**src/rtl/tcc_pkg.sv**
```systemverilog
package tcc_pkg;

  localparam int NCH = 5;
  localparam int AW = 12;
  localparam int DW = 32;

  localparam logic [AW-1:0] OFF_CTL0 = 12'h000;
  localparam logic [AW-1:0] OFF_CTL1 = 12'h004;
  localparam logic [AW-1:0] OFF_CTL2 = 12'h008;
  localparam logic [AW-1:0] OFF_CTL3 = 12'h00c;
  localparam logic [AW-1:0] OFF_CTL4 = 12'h010;

  localparam logic [7:0] CTL_RESET = 8'h00;
  localparam logic [7:0] WMASK_WIDE = 8'hff;
  localparam logic [7:0] WMASK_NARROW = 8'h7f;

  localparam int DIV_W = 10;
  localparam int NDIV = 5;

  localparam int NSRC = 11;
  localparam logic [3:0] SRC_P1 = 4'h0;
  localparam logic [3:0] SRC_P4 = 4'h1;
  localparam logic [3:0] SRC_P16 = 4'h2;
  localparam logic [3:0] SRC_P64 = 4'h3;
  localparam logic [3:0] SRC_P256 = 4'h4;
  localparam logic [3:0] SRC_P1024 = 4'h5;
  localparam logic [3:0] SRC_PA = 4'h6;
  localparam logic [3:0] SRC_PB = 4'h7;
  localparam logic [3:0] SRC_PC = 4'h8;
  localparam logic [3:0] SRC_PD = 4'h9;
  localparam logic [3:0] SRC_OVF = 4'ha;

  localparam logic [1:0] EDGE_RISE = 2'h0;
  localparam logic [1:0] EDGE_FALL = 2'h1;

  localparam logic [1:0] CLR_NONE = 2'h0;
  localparam logic [1:0] CLR_A = 2'h1;
  localparam logic [1:0] CLR_B = 2'h2;
  localparam logic [1:0] CLR_SYNC = 2'h3;

  localparam logic [0:4][0:7][3:0] SRC_MAP = '{
    '{SRC_P1, SRC_P4, SRC_P16, SRC_P64, SRC_PA, SRC_PB, SRC_PC, SRC_PD},
    '{SRC_P1, SRC_P4, SRC_P16, SRC_P64, SRC_PA, SRC_PB, SRC_P256, SRC_OVF},
    '{SRC_P1, SRC_P4, SRC_P16, SRC_P64, SRC_PA, SRC_PB, SRC_PC, SRC_P1024},
    '{SRC_P1, SRC_P4, SRC_P16, SRC_P64, SRC_P256, SRC_P1024, SRC_PA, SRC_PB},
    '{SRC_P1, SRC_P4, SRC_P16, SRC_P64, SRC_P256, SRC_P1024, SRC_PA, SRC_PB}
  };

  typedef struct packed {
    logic [2:0] clr;
    logic [1:0] edge_sel;
    logic [2:0] psc;
  } ctl_s;

  typedef struct packed {
    logic a;
    logic b;
    logic c;
    logic d;
  } match_s;

endpackage : tcc_pkg

```
**src/rtl/counter_control.sv**
```systemverilog
// Decided for this implementation: register access over APB and the placing of the registers.
`timescale 1ns/1ps
`default_nettype none

// What this block does
// - Control registers clear to zero on power-on or standby reset only.
// - Five control registers, one per channel zero to four.
// - Channels 0,3,4: clear select picks none, A, B, C, D or sync.
// - Synchronized clear acts only when the channel lockstep bit is set.
// - Compare C or D acting as buffer never clears the counter.
// - Channels 1,2: bit 7 reads zero; two-bit clear select none/A/B/sync.
// - Edge select: rising, falling, or both edges of count clock.
// - Both edges of a prescaled clock double the count rate.
// - Phase counting on channels 1,2 overrides the edge select.
// - Edge select ignored for phi/1 and overflow sources; rising used.
// - Each channel picks its count clock independently.
// - Channel 0 sources: phi/1,4,16,64 then pins A to D.
// - Channel 1 sources: phi/1..64, pin A, pin B, phi/256, ch2 overflow.
// - Channel 1 prescaler ignored in phase counting mode.
// - Channel 2 sources: phi/1..64, pins A, B, C, then phi/1024.
// - Channel 2 prescaler ignored in phase counting mode.
// - Channels 3,4 sources: phi/1..phi/1024, then pins A and B.
module counter_control (
  input wire logic clk_i,
  input wire logic rst_i,
  input wire logic psel,
  input wire logic penable,
  input wire logic pwrite,
  input wire logic [tcc_pkg::AW-1:0] paddr,
  input wire logic [tcc_pkg::DW-1:0] pwdata,
  output logic [tcc_pkg::DW-1:0] prdata,
  output logic pready,
  output logic pslverr,
  input wire logic ext_count_pin_a_i,
  input wire logic ext_count_pin_b_i,
  input wire logic ext_count_pin_c_i,
  input wire logic ext_count_pin_d_i,
  input wire logic ch2_overflow_i,
  input wire logic [1:0] phase_mode_i,
  input wire logic [tcc_pkg::NCH-1:0] lockstep_i,
  input wire logic [tcc_pkg::NCH-1:0] buf_a_i,
  input wire logic [tcc_pkg::NCH-1:0] buf_b_i,
  input wire tcc_pkg::match_s [tcc_pkg::NCH-1:0] match_i,
  output logic [tcc_pkg::NCH-1:0] count_en_o,
  output logic [tcc_pkg::NCH-1:0] clear_o
);
  import tcc_pkg::*;

  ctl_s [NCH-1:0] ctl_reg;
  ctl_s [NCH-1:0] ctl_next;
  logic [DW-1:0] rdata_reg;
  logic [DW-1:0] rdata_next;
  logic [DIV_W-1:0] div_reg;
  logic [3:0] pin_meta_reg;
  logic [3:0] pin_sync_reg;
  logic [3:0] pin_prev_reg;
  logic [NCH-1:0] count_en_reg;
  logic [NCH-1:0] count_en_next;
  logic [NCH-1:0] clear_reg;
  logic [NCH-1:0] clear_next;

  // APB decode
  logic [NCH-1:0] hit_ch;
  logic [AW-1:0] off_tab [NCH];
  wire logic addr_hit;
  wire logic setup_phase;
  wire logic wr_access;

  assign off_tab[0] = OFF_CTL0;
  assign off_tab[1] = OFF_CTL1;
  assign off_tab[2] = OFF_CTL2;
  assign off_tab[3] = OFF_CTL3;
  assign off_tab[4] = OFF_CTL4;

  assign addr_hit = |hit_ch;
  assign setup_phase = psel & ~penable;
  assign wr_access = psel & penable & pwrite & addr_hit;

  // Zero wait states; a miss answers with an error and no write
  assign pready = 1'b1;
  assign pslverr = psel & penable & ~addr_hit;
  assign prdata = rdata_reg;

  // Shared prescaler, pin conditioning
  logic [NDIV-1:0] div_rise;
  logic [NDIV-1:0] div_fall;
  wire logic [3:0] pin_rise;
  wire logic [3:0] pin_fall;
  logic [NSRC-1:0] src_rise;
  logic [NSRC-1:0] src_fall;

  // Divided clock phi/2^k is modelled as div_reg[k-1]; its edges become
  // single-cycle enables so the counters never leave the phi domain.
  genvar d;
  generate
    for (d = 0; d < NDIV; d++) begin : g_div
      localparam int K = 2 * d + 2;
      assign div_rise[d] =
        (div_reg[K-1:0] == {1'b0, {(K-1){1'b1}}});
      assign div_fall[d] = &div_reg[K-1:0];
    end
  endgenerate

  // Edge detector compares the second synchroniser stage with its one-cycle delayed copy
  assign pin_rise = pin_sync_reg & ~pin_prev_reg;
  assign pin_fall = ~pin_sync_reg & pin_prev_reg;

  // Phi/1 and overflow count once per event, edge select has no say
  assign src_rise[SRC_P1] = 1'b1;
  assign src_fall[SRC_P1] = 1'b0;
  assign src_rise[SRC_OVF] = ch2_overflow_i;
  assign src_fall[SRC_OVF] = 1'b0;
  assign src_rise[SRC_P1024:SRC_P4] = div_rise;
  assign src_fall[SRC_P1024:SRC_P4] = div_fall;
  assign src_rise[SRC_PD:SRC_PA] = pin_rise;
  assign src_fall[SRC_PD:SRC_PA] = pin_fall;

  // Lockstep clear: any synchronized channel clearing on its own match
  logic [NCH-1:0] match_clr;
  logic [NCH-1:0] sync_want;
  wire logic sync_evt;

  assign sync_evt = |(match_clr & lockstep_i);

  genvar i;
  generate
    for (i = 0; i < NCH; i++) begin : g_ch
      localparam logic [7:0] WMASK =
        (i == 1 || i == 2) ? WMASK_NARROW : WMASK_WIDE;
      ctl_s c;
      logic [3:0] src;
      logic rise;
      logic fall;
      logic fixed;
      logic tick;
      logic phase_blk;
      logic cl_grp;
      logic [1:0] cl_sel;
      logic hit_cd_a;
      logic hit_cd_b;
      logic ma;
      logic mb;

      assign hit_ch[i] = (paddr == off_tab[i]);

      // Bit 7 of channels 1 and 2 has no flop behind it
      assign ctl_next[i] = wr_access & hit_ch[i] ?
        ctl_s'(pwdata[7:0] & WMASK) : ctl_reg[i];

      assign c = ctl_reg[i];

      // Per-channel table lookup of the count source
      assign src = SRC_MAP[i][c.psc];
      assign rise = src_rise[src];
      assign fall = src_fall[src];
      assign fixed = (src == SRC_P1) || (src == SRC_OVF);

      // Both edges of phi/N give twice the rate of rising only
      assign tick = fixed ? rise :
        (c.edge_sel == EDGE_RISE) ? rise :
        (c.edge_sel == EDGE_FALL) ? fall :
        (rise | fall);

      if (i == 1) begin : g_ph1
        assign phase_blk = phase_mode_i[0];
      end else if (i == 2) begin : g_ph2
        assign phase_blk = phase_mode_i[1];
      end else begin : g_ph_none
        assign phase_blk = 1'b0;
      end

      // Phase counting datapath owns the counter, so no enable here
      assign count_en_next[i] = tick & ~phase_blk;

      assign cl_grp = c.clr[2];
      assign cl_sel = c.clr[1:0];

      // Buffer-mode C or D produce no match, hence no clear
      assign hit_cd_a = match_i[i].c & ~buf_a_i[i];
      assign hit_cd_b = match_i[i].d & ~buf_b_i[i];
      assign ma = cl_grp ? hit_cd_a : match_i[i].a;
      assign mb = cl_grp ? hit_cd_b : match_i[i].b;

      assign match_clr[i] =
        ((cl_sel == CLR_A) & ma) |
        ((cl_sel == CLR_B) & mb);

      assign sync_want[i] =
        (cl_sel == CLR_SYNC) & lockstep_i[i];

      assign clear_next[i] =
        match_clr[i] | (sync_want[i] & sync_evt);
    end
  endgenerate

  // Read mux, loaded in the setup phase so data comes from a flop
  always_comb begin
    rdata_next = '0;
    for (int n = 0; n < NCH; n++) begin
      if (hit_ch[n]) begin
        rdata_next = {{(DW-8){1'b0}}, ctl_reg[n]};
      end
    end
  end

  // No manual-reset input exists: only rst_i may reset the controls
  always_ff @(posedge clk_i) begin
    if (rst_i) begin
      ctl_reg <= {NCH{CTL_RESET}};
    end else begin
      ctl_reg <= ctl_next;
    end
  end

  always_ff @(posedge clk_i) begin
    if (rst_i) begin
      rdata_reg <= '0;
    end else if (setup_phase) begin
      rdata_reg <= rdata_next;
    end
  end

  always_ff @(posedge clk_i) begin
    if (rst_i) begin
      div_reg <= '0;
    end else begin
      div_reg <= div_reg + 1'b1;
    end
  end

  always_ff @(posedge clk_i) begin
    if (rst_i) begin
      pin_meta_reg <= '0;
      pin_sync_reg <= '0;
      pin_prev_reg <= '0;
    end else begin
      pin_meta_reg <= {ext_count_pin_d_i, ext_count_pin_c_i,
                       ext_count_pin_b_i, ext_count_pin_a_i};
      pin_sync_reg <= pin_meta_reg;
      pin_prev_reg <= pin_sync_reg;
    end
  end

  always_ff @(posedge clk_i) begin
    if (rst_i) begin
      count_en_reg <= '0;
      clear_reg <= '0;
    end else begin
      count_en_reg <= count_en_next;
      clear_reg <= clear_next;
    end
  end

  assign count_en_o = count_en_reg;
  assign clear_o = clear_reg;

  wire logic b3_both;
  assign b3_both = (ctl_reg[3].psc == 3'h1) && ctl_reg[3].edge_sel[1];
endmodule : counter_control

`default_nettype wire

```
**config.mk**
```make
export PLATFORM = sky130hd
export DESIGN_NAME = counter_control
export DESIGN_NICKNAME = d
export VERILOG_FILES = /design/src/rtl/tcc_pkg.sv /design/src/rtl/counter_control.sv
export SDC_FILE = /design/constraint.sdc
export NUM_CORES = 1
export LEC_CHECK = 0
export ABC_AREA = 1
export BUFFER_PORTS_ARGS = -buffer_cell sky130_fd_sc_hd__buf_2
export CAP_MARGIN = 15
export CORE_ASPECT_RATIO = 1.75
export CORE_MARGIN = 2
export CORE_UTILIZATION = 54
export CTS_BUF_LIST = sky130_fd_sc_hd__clkbuf_4 sky130_fd_sc_hd__clkbuf_8
export DETAILED_ROUTE_END_ITERATION = 8
export PLACE_DENSITY = 0.83
export SETUP_SLACK_MARGIN = 0.1
export SLEW_MARGIN = 15
export SYNTH_ARGS = -nofsm -noshare
export SYNTH_HDL_FRONTEND = slang
export SYNTH_SLANG_ARGS = --single-unit
```
**constraint.sdc**
```tcl
create_clock -name clk_i -period 2.15 [get_ports clk_i]
set_clock_uncertainty 0.05 [all_clocks]
set_input_delay 0.3225 -clock clk_i [delete_from_list [all_inputs] [get_ports clk_i]]
set_output_delay 0.3225 -clock clk_i [all_outputs]
set_load 0.02 [all_outputs]
```
# Yosys cells after proc, flatten, opt, wreduce, memory -nomap -nowiden

Memory sizes are Yosys's and may differ from the RTL's.
Index checks and enable logic that the tools add are counted.

Output and inout bits: 44
Memories kept: 5
Bits in registers: 102
Bits of input ports: 91
ROM bits: 160
Logic and storage cells: 224

Muxes and demuxes: 56
Reductions and logical operators: 23
$lt $le $gt $ge: 10
Add/subtract/negate cells: 1
Bitwise logic cells: 73
Eq/ne operators: 34

Memory list:

| memory          | depth | bits a word | read ports | clocked after memory_dff | wr ports | RTL line               | RTL |
|---|---|---|---|---|---|---|---|
| (no name shown) | 8     | 4           | 1          | 0                        | 0        | counter_control.sv:153 | `assign src = SRC_MAP[i][c.psc];` |
| (no name shown) | 8     | 4           | 1          | 0                        | 0        | counter_control.sv:153 |  |
| (no name shown) | 8     | 4           | 1          | 0                        | 0        | counter_control.sv:153 |  |
| (no name shown) | 8     | 4           | 1          | 0                        | 0        | counter_control.sv:153 |  |
| (no name shown) | 8     | 4           | 1          | 0                        | 0        | counter_control.sv:153 |  |

Operator list:

| operator                                                                | number |
|---|---|
| 1-bit binary-select mux with 4-bit select                               | 10 |
| 4-bit 2-to-1 mux                                                        | 10 |
| 8-bit 2-to-1 mux                                                        | 5 |
| 1-bit AND                                                               | 38 |
| 1-bit 2-to-1 mux                                                        | 31 |
| 4-bit by 5-bit < comparator with 1-bit output (second input constant)   | 5 |
| 12-bit by 4-bit equality test with 1-bit output (second input constant) | 2 |
| 2-bit by 1-bit equality test with 1-bit output (second input constant)  | 11 |
| 2-bit equality test (second input constant)                             | 10 |
| 4-bit equality test (second input constant)                             | 5 |
| 4-bit greater-or-equal comparator (second input constant)               | 5 |
| 4-bit logical NOT                                                       | 5 |
| 3-bit NOT with 4-bit output                                             | 5 |
| 1-bit bitwise OR                                                        | 15 |
| 12-bit by 3-bit equality test with 1-bit output (second input constant) | 1 |
| 12-bit by 5-bit equality test with 1-bit output (second input constant) | 1 |
| 12-bit logical NOT                                                      | 1 |
| 10-bit by 1-bit adder with 10-bit output (second input constant)        | 1 |
| 10-bit by 9-bit equality test with 1-bit output (second input constant) | 1 |
| 2-bit logical NOT                                                       | 5 |
| 1-bit NOT                                                               | 10 |
| 10-bit AND reduction                                                    | 1 |
| 5-bit OR reduction                                                      | 2 |
| 4-bit AND                                                               | 2 |
| 10 further kinds                                                        | 15 |

# Depth between registers and ports, before layout

Word-level depth: 11
Mapped depth: 14

# Worst setup path before layout

Ideal clock, no wire load.

Kind: flip-flop to flip-flop
From: register div_reg[0]
To: register count_en_reg[2], in the netlist count_en_o[2]
Setup slack: 0.429 ns
Data required time: 2.030 ns
Arrival time: 1.601 ns
Stages on the path, launching flop included: 12
Path buffers: 1
Cell sequence: dfxtp_1 > ha_1 > nand2_1 > nor2_1 > buf_4 > inv_2 > nor2_4 > nand3_2 > nor2_1 > o21ai_1 > a21o_1 > a21oi_1

Longest elaborated chain between the ends: 8

RTL lines:

| element                                                                 | RTL line                                       | RTL |
|---|---|---|
| start, declared                                                         | counter_control.sv:53                          | `logic [DIV_W-1:0] div_reg;` |
| start signal, assigned                                                  | counter_control.sv:227                         | `div_reg <= div_reg + 1'b1;` |
| 10-bit by 9-bit equality test with 1-bit output (tied with other cells) | counter_control.sv:99                          | `(div_reg[K-1:0] == {1'b0, {(K-1){1'b1}}});` |
| 1-bit binary-select mux with 4-bit select, on equally long branches     | counter_control.sv:154, counter_control.sv:155 |  |
| 1-bit 2-to-1 mux, on equally long branches                              | counter_control.sv:154, counter_control.sv:155 |  |
| 1-bit bitwise OR                                                        | counter_control.sv:162                         | `(rise \| fall);` |
| 1-bit 2-to-1 mux                                                        | counter_control.sv:161                         | `(c.edge_sel == EDGE_FALL) ? fall :` |
| 1-bit 2-to-1 mux                                                        | counter_control.sv:160                         | `(c.edge_sel == EDGE_RISE) ? rise :` |
| 1-bit 2-to-1 mux *                                                      | counter_control.sv:159                         | `assign tick = fixed ? rise :` |
| 1-bit AND *                                                             | counter_control.sv:173                         | `assign count_en_next[i] = tick & ~phase_blk;` |
| end signal, assigned                                                    | counter_control.sv:249                         | `count_en_reg <= count_en_next;` |
| end, declared                                                           | counter_control.sv:57                          | `logic [NCH-1:0] count_en_reg;` |

Every way passes the cells marked *; elsewhere a longest branch is shown, timed or not. The select of a mux whose other input is x is not followed.
A chain may end at the register's enable or synchronous reset.

# Worst setup path after layout

From: register ctl_reg[1] (netlist name)
To: register count_en_reg[0], in the netlist count_en_o[0]

Longest elaborated chain between the ends: 10

RTL lines:

| element                                                             | RTL line                                       | RTL |
|---|---|---|
| start, declared                                                     | counter_control.sv:49                          | `ctl_s [NCH-1:0] ctl_reg;` |
| start signal, assigned                                              | counter_control.sv:209                         | `ctl_reg <= {NCH{CTL_RESET}};` |
| start signal, assigned                                              | counter_control.sv:211                         | `ctl_reg <= ctl_next;` |
| 3-bit NOT with 4-bit output (implied by the code) *                 | counter_control.sv:153                         |  |
| memory 8 x 4 bit *                                                  | n/a                                            |  |
| 4-bit 2-to-1 mux (implied by the code) * (2 in series)              | counter_control.sv:153                         |  |
| 1-bit binary-select mux with 4-bit select, on equally long branches | counter_control.sv:154, counter_control.sv:155 |  |
| 1-bit 2-to-1 mux, on equally long branches                          | counter_control.sv:154, counter_control.sv:155 |  |
| 1-bit bitwise OR                                                    | counter_control.sv:162                         |  |
| 1-bit 2-to-1 mux                                                    | counter_control.sv:161                         |  |
| 1-bit 2-to-1 mux                                                    | counter_control.sv:160                         |  |
| 1-bit 2-to-1 mux *                                                  | counter_control.sv:159                         |  |

Marks and branches as above.

==> results.json <==
{
  "netlist_instances": 678,
  "critPathKind": "reg -> reg",
  "yosysTopAreaCellShare": 0.339,
  "r2r_setup_slack_ns": 0.26,
  "grt-busiest-layer": "met2",
  "largest_reg_flops": 38,
  "synth_adder_area_share": 0.0136,
  "drtPass1Iterations": 5,
  "coreArea_um2": 8310,
  "synth-edff-count": 0,
  "status": "finished, final reports clean",
  "routed_wl_um": 12700,
  "clk_latency_ns": 0.36,
  "p_per_area_nw_per_um2": 522,
  "r2r-end": "count_en_o[0]$_SDFF_PP0_",
  "synth-seq-cells": 78,
  "grt_pass1_vias": 4550,
  "whs_ns": 0.104,
  "hpwlAfterDp_um": 9730,
  "antenna_found_initial": 0,
  "ys_async_sr_fraction": 0,
  "min_to": "pin_meta_reg[1]$_SDFF_PP0_",
  "cp.arrival_ns": 2.07,
  "utilization": 0.631,
  "num_antenna_cells": 0,
  "vias": 4774,
  "htreeDepth": 3,
  "cts-resized-gates": 0,
  "synthToLayoutAreaGrowth_pct": 14.0,
  "ys_warn_count": 0,
  "cts_tree": "built",
  "dieArea_um2": 9300,
  "synth_common_cells": "nand2_1, inv_1, dfxtp_1",
  "post_synth_and_or_nand_nor_area_fraction": 0.258,
  "path_max_fanout": 5,
  "synth_compound_area_frac": 0.242,
  "r2r-start": "ctl_reg[1]$_SDFFE_PP0P_",
  "clkSinkCount": 78,
  "drive_gt1_frac": 0.183,
  "synth_area_per_cell_um2": 6.79,
  "clk_pin_slew_ns": 0.08,
  "io_pins": 135,
  "cts_buffers": 9,
  "final_cell_count_no_fill": 881,
  "cts_hold_buf": 0,
  "synth_area_um2": 4600,
  "grt_max_degree": 42,
  "synth_top_family_by_area": "simple AND/OR/NAND/NOR gates",
  "slew_headroom": 0.623,
  "use_met2": 0.511,
  "placedCellCount": 865,
  "dieHeight_um": 126,
  "ys_types": 45,
  "final_cell_area_um2": 5250,
  "grt_pass1_wl_um": 20400,
  "synth_area_leaders": "dfxtp_1, nand2_1, a21oi_1, inv_1, o21ai_0",
  "min-delay-start": "ext_count_pin_b_i",
  "dpl_cell_area_um2": 5050,
  "critPathRequiredTime_ns": 2.33,
  "cts_buffer_depth": 2,
  "hold_viol": 0,
  "p_leak_uw": 0.00248,
  "synth-main-ff-cell": "dfxtp_1",
  "grtUsageMet3": 0.0560,
  "overflow": 0,
  "synth_top_area_cell": "dfxtp_1",
  "timing.final.crit_period_ns": 1.89,
  "rsz0062_at_grt": "false",
  "synth_mux_area_frac": 0,
  "fin_crit_sh": 0.879,
  "viasPerCell": 5.42,
  "row_count": 44,
  "vdd_drop_max_mv": 0.338,
  "wl_per_cell_um": 14.4,
  "yosysMostFrequentCell": "nand2_1",
  "min_path_cells": 3,
  "yosysSeqAreaShare": 0.339,
  "slew_viol_final": 0,
  "maxCapViolations": 0,
  "hold_class": "in -> reg",
  "die_w_um": 73.8,
  "fin_nets": 857,
  "finalSetupViolations": 0,
  "portBuffers": 77,
  "yosys.area_share.xor_xnor": 0,
  "setup-tns-final_ns": 0,
  "start_util": 0.553,
  "worstSetupEndpointType": "flip-flop",
  "grt_use_total": 0.285,
  "met1_usage": 0.276,
  "post_cts_buffers": 0,
  "max_freq_mhz": 529,
  "ant_nets": 0,
  "drt-initial-drc-count": 351,
  "worstRegToRegCells": 10,
  "clock-root-buffer": "clkbuf_8",
  "worstMarginPinSlew_ns": 0.565,
  "critPathLaunchType": "flip-flop",
  "drc": 0,
  "gp_congestion": 1.01
}
metrics by stage:
| stage | setup slack [ns] | total power [uW] |
|---|---|---|
| after floorplan | 0.429 | 1670 |
| after global placement | 0.143 | 1730 |
| after detailed placement | 0.158 | 1740 |
| after CTS | 0.107 | 2760 |
| after global routing | 0.100 | 2850 |
| final | 0.260 | 2740 |
layer usage:
metal	up-vias	share of wire
met5	-	0
met4	0	0.070
met3	66	0.047
met2	220	0.53
met1	2128	0.35
li1	2360	-
worst max-delay path, stage by stage (launching register included):
cell and delay [ns]:
dfxtp_1 0.48, inv_1 0.08, ha_1 0.31, nor2_1 0.23, inv_1 0.11, o2111ai_1 0.21, nand2_1 0.09, nand2_1 0.06
nand2_1 0.04, nand2_1 0.05, a21oi_1 0.05
worst max-delay path by stage:
stage / cells past startpoint / slack (ns) / endpoint / start
4_1_cts: 10 / 0.11 / count_en_o[2]$_SDFF_PP0_ / div_reg[0]$_SDFF_PP0_
5_1_grt: 12 / 0.10 / count_en_o[0]$_SDFF_PP0_ / ctl_reg[1]$_SDFFE_PP0P_
6_report: 10 / 0.26 / count_en_o[0]$_SDFF_PP0_ / ctl_reg[1]$_SDFFE_PP0P_
3_5_place_dp: 10 / 0.16 / ctl_reg[1]$_SDFFE_PP0P_ / paddr[0]
3_3_place_gp: 10 / 0.14 / count_en_o[2]$_SDFF_PP0_ / div_reg[0]$_SDFF_PP0_
2_1_floorplan: 11 / 0.43 / count_en_o[2]$_SDFF_PP0_ / div_reg[0]$_SDFF_PP0_
cell type report:
class,count,area [um2]
inverters,98,368
multi-input cells,480,2460
clock buffers,11,151
well taps,115,144
repair buffers,94,526
fillers,776,3070
clock inverters,5,31.3
flip-flops and latches,78,1560
kinds of logic (layout without fill, tap and decap cells):
group	Yosys count	count (layout)
fa+ha+maj	5	5
simple gates	254	254
compound gates	196	196
other cells	2	25
flops	78	78
buf+inv	143	208
power by group:
group	switching [uW]	total [uW]	internal, uW
combinational	161	235	74.4
sequential	7.76	1470	1460
clock	554	1030	480
total	723	2740	2020
placed cells by master, fill, tap and decap left out, drive strengths merged, types with 11 or more instances in the layout:
cell,instances
a21oi,78
nand2,119
o211ai,12
nor2,83
inv,99
conb,25
clkbuf,11
nand3,37
o21ai,75
buf,94
dfxtp,78
(Power assumes the default switching activity.)
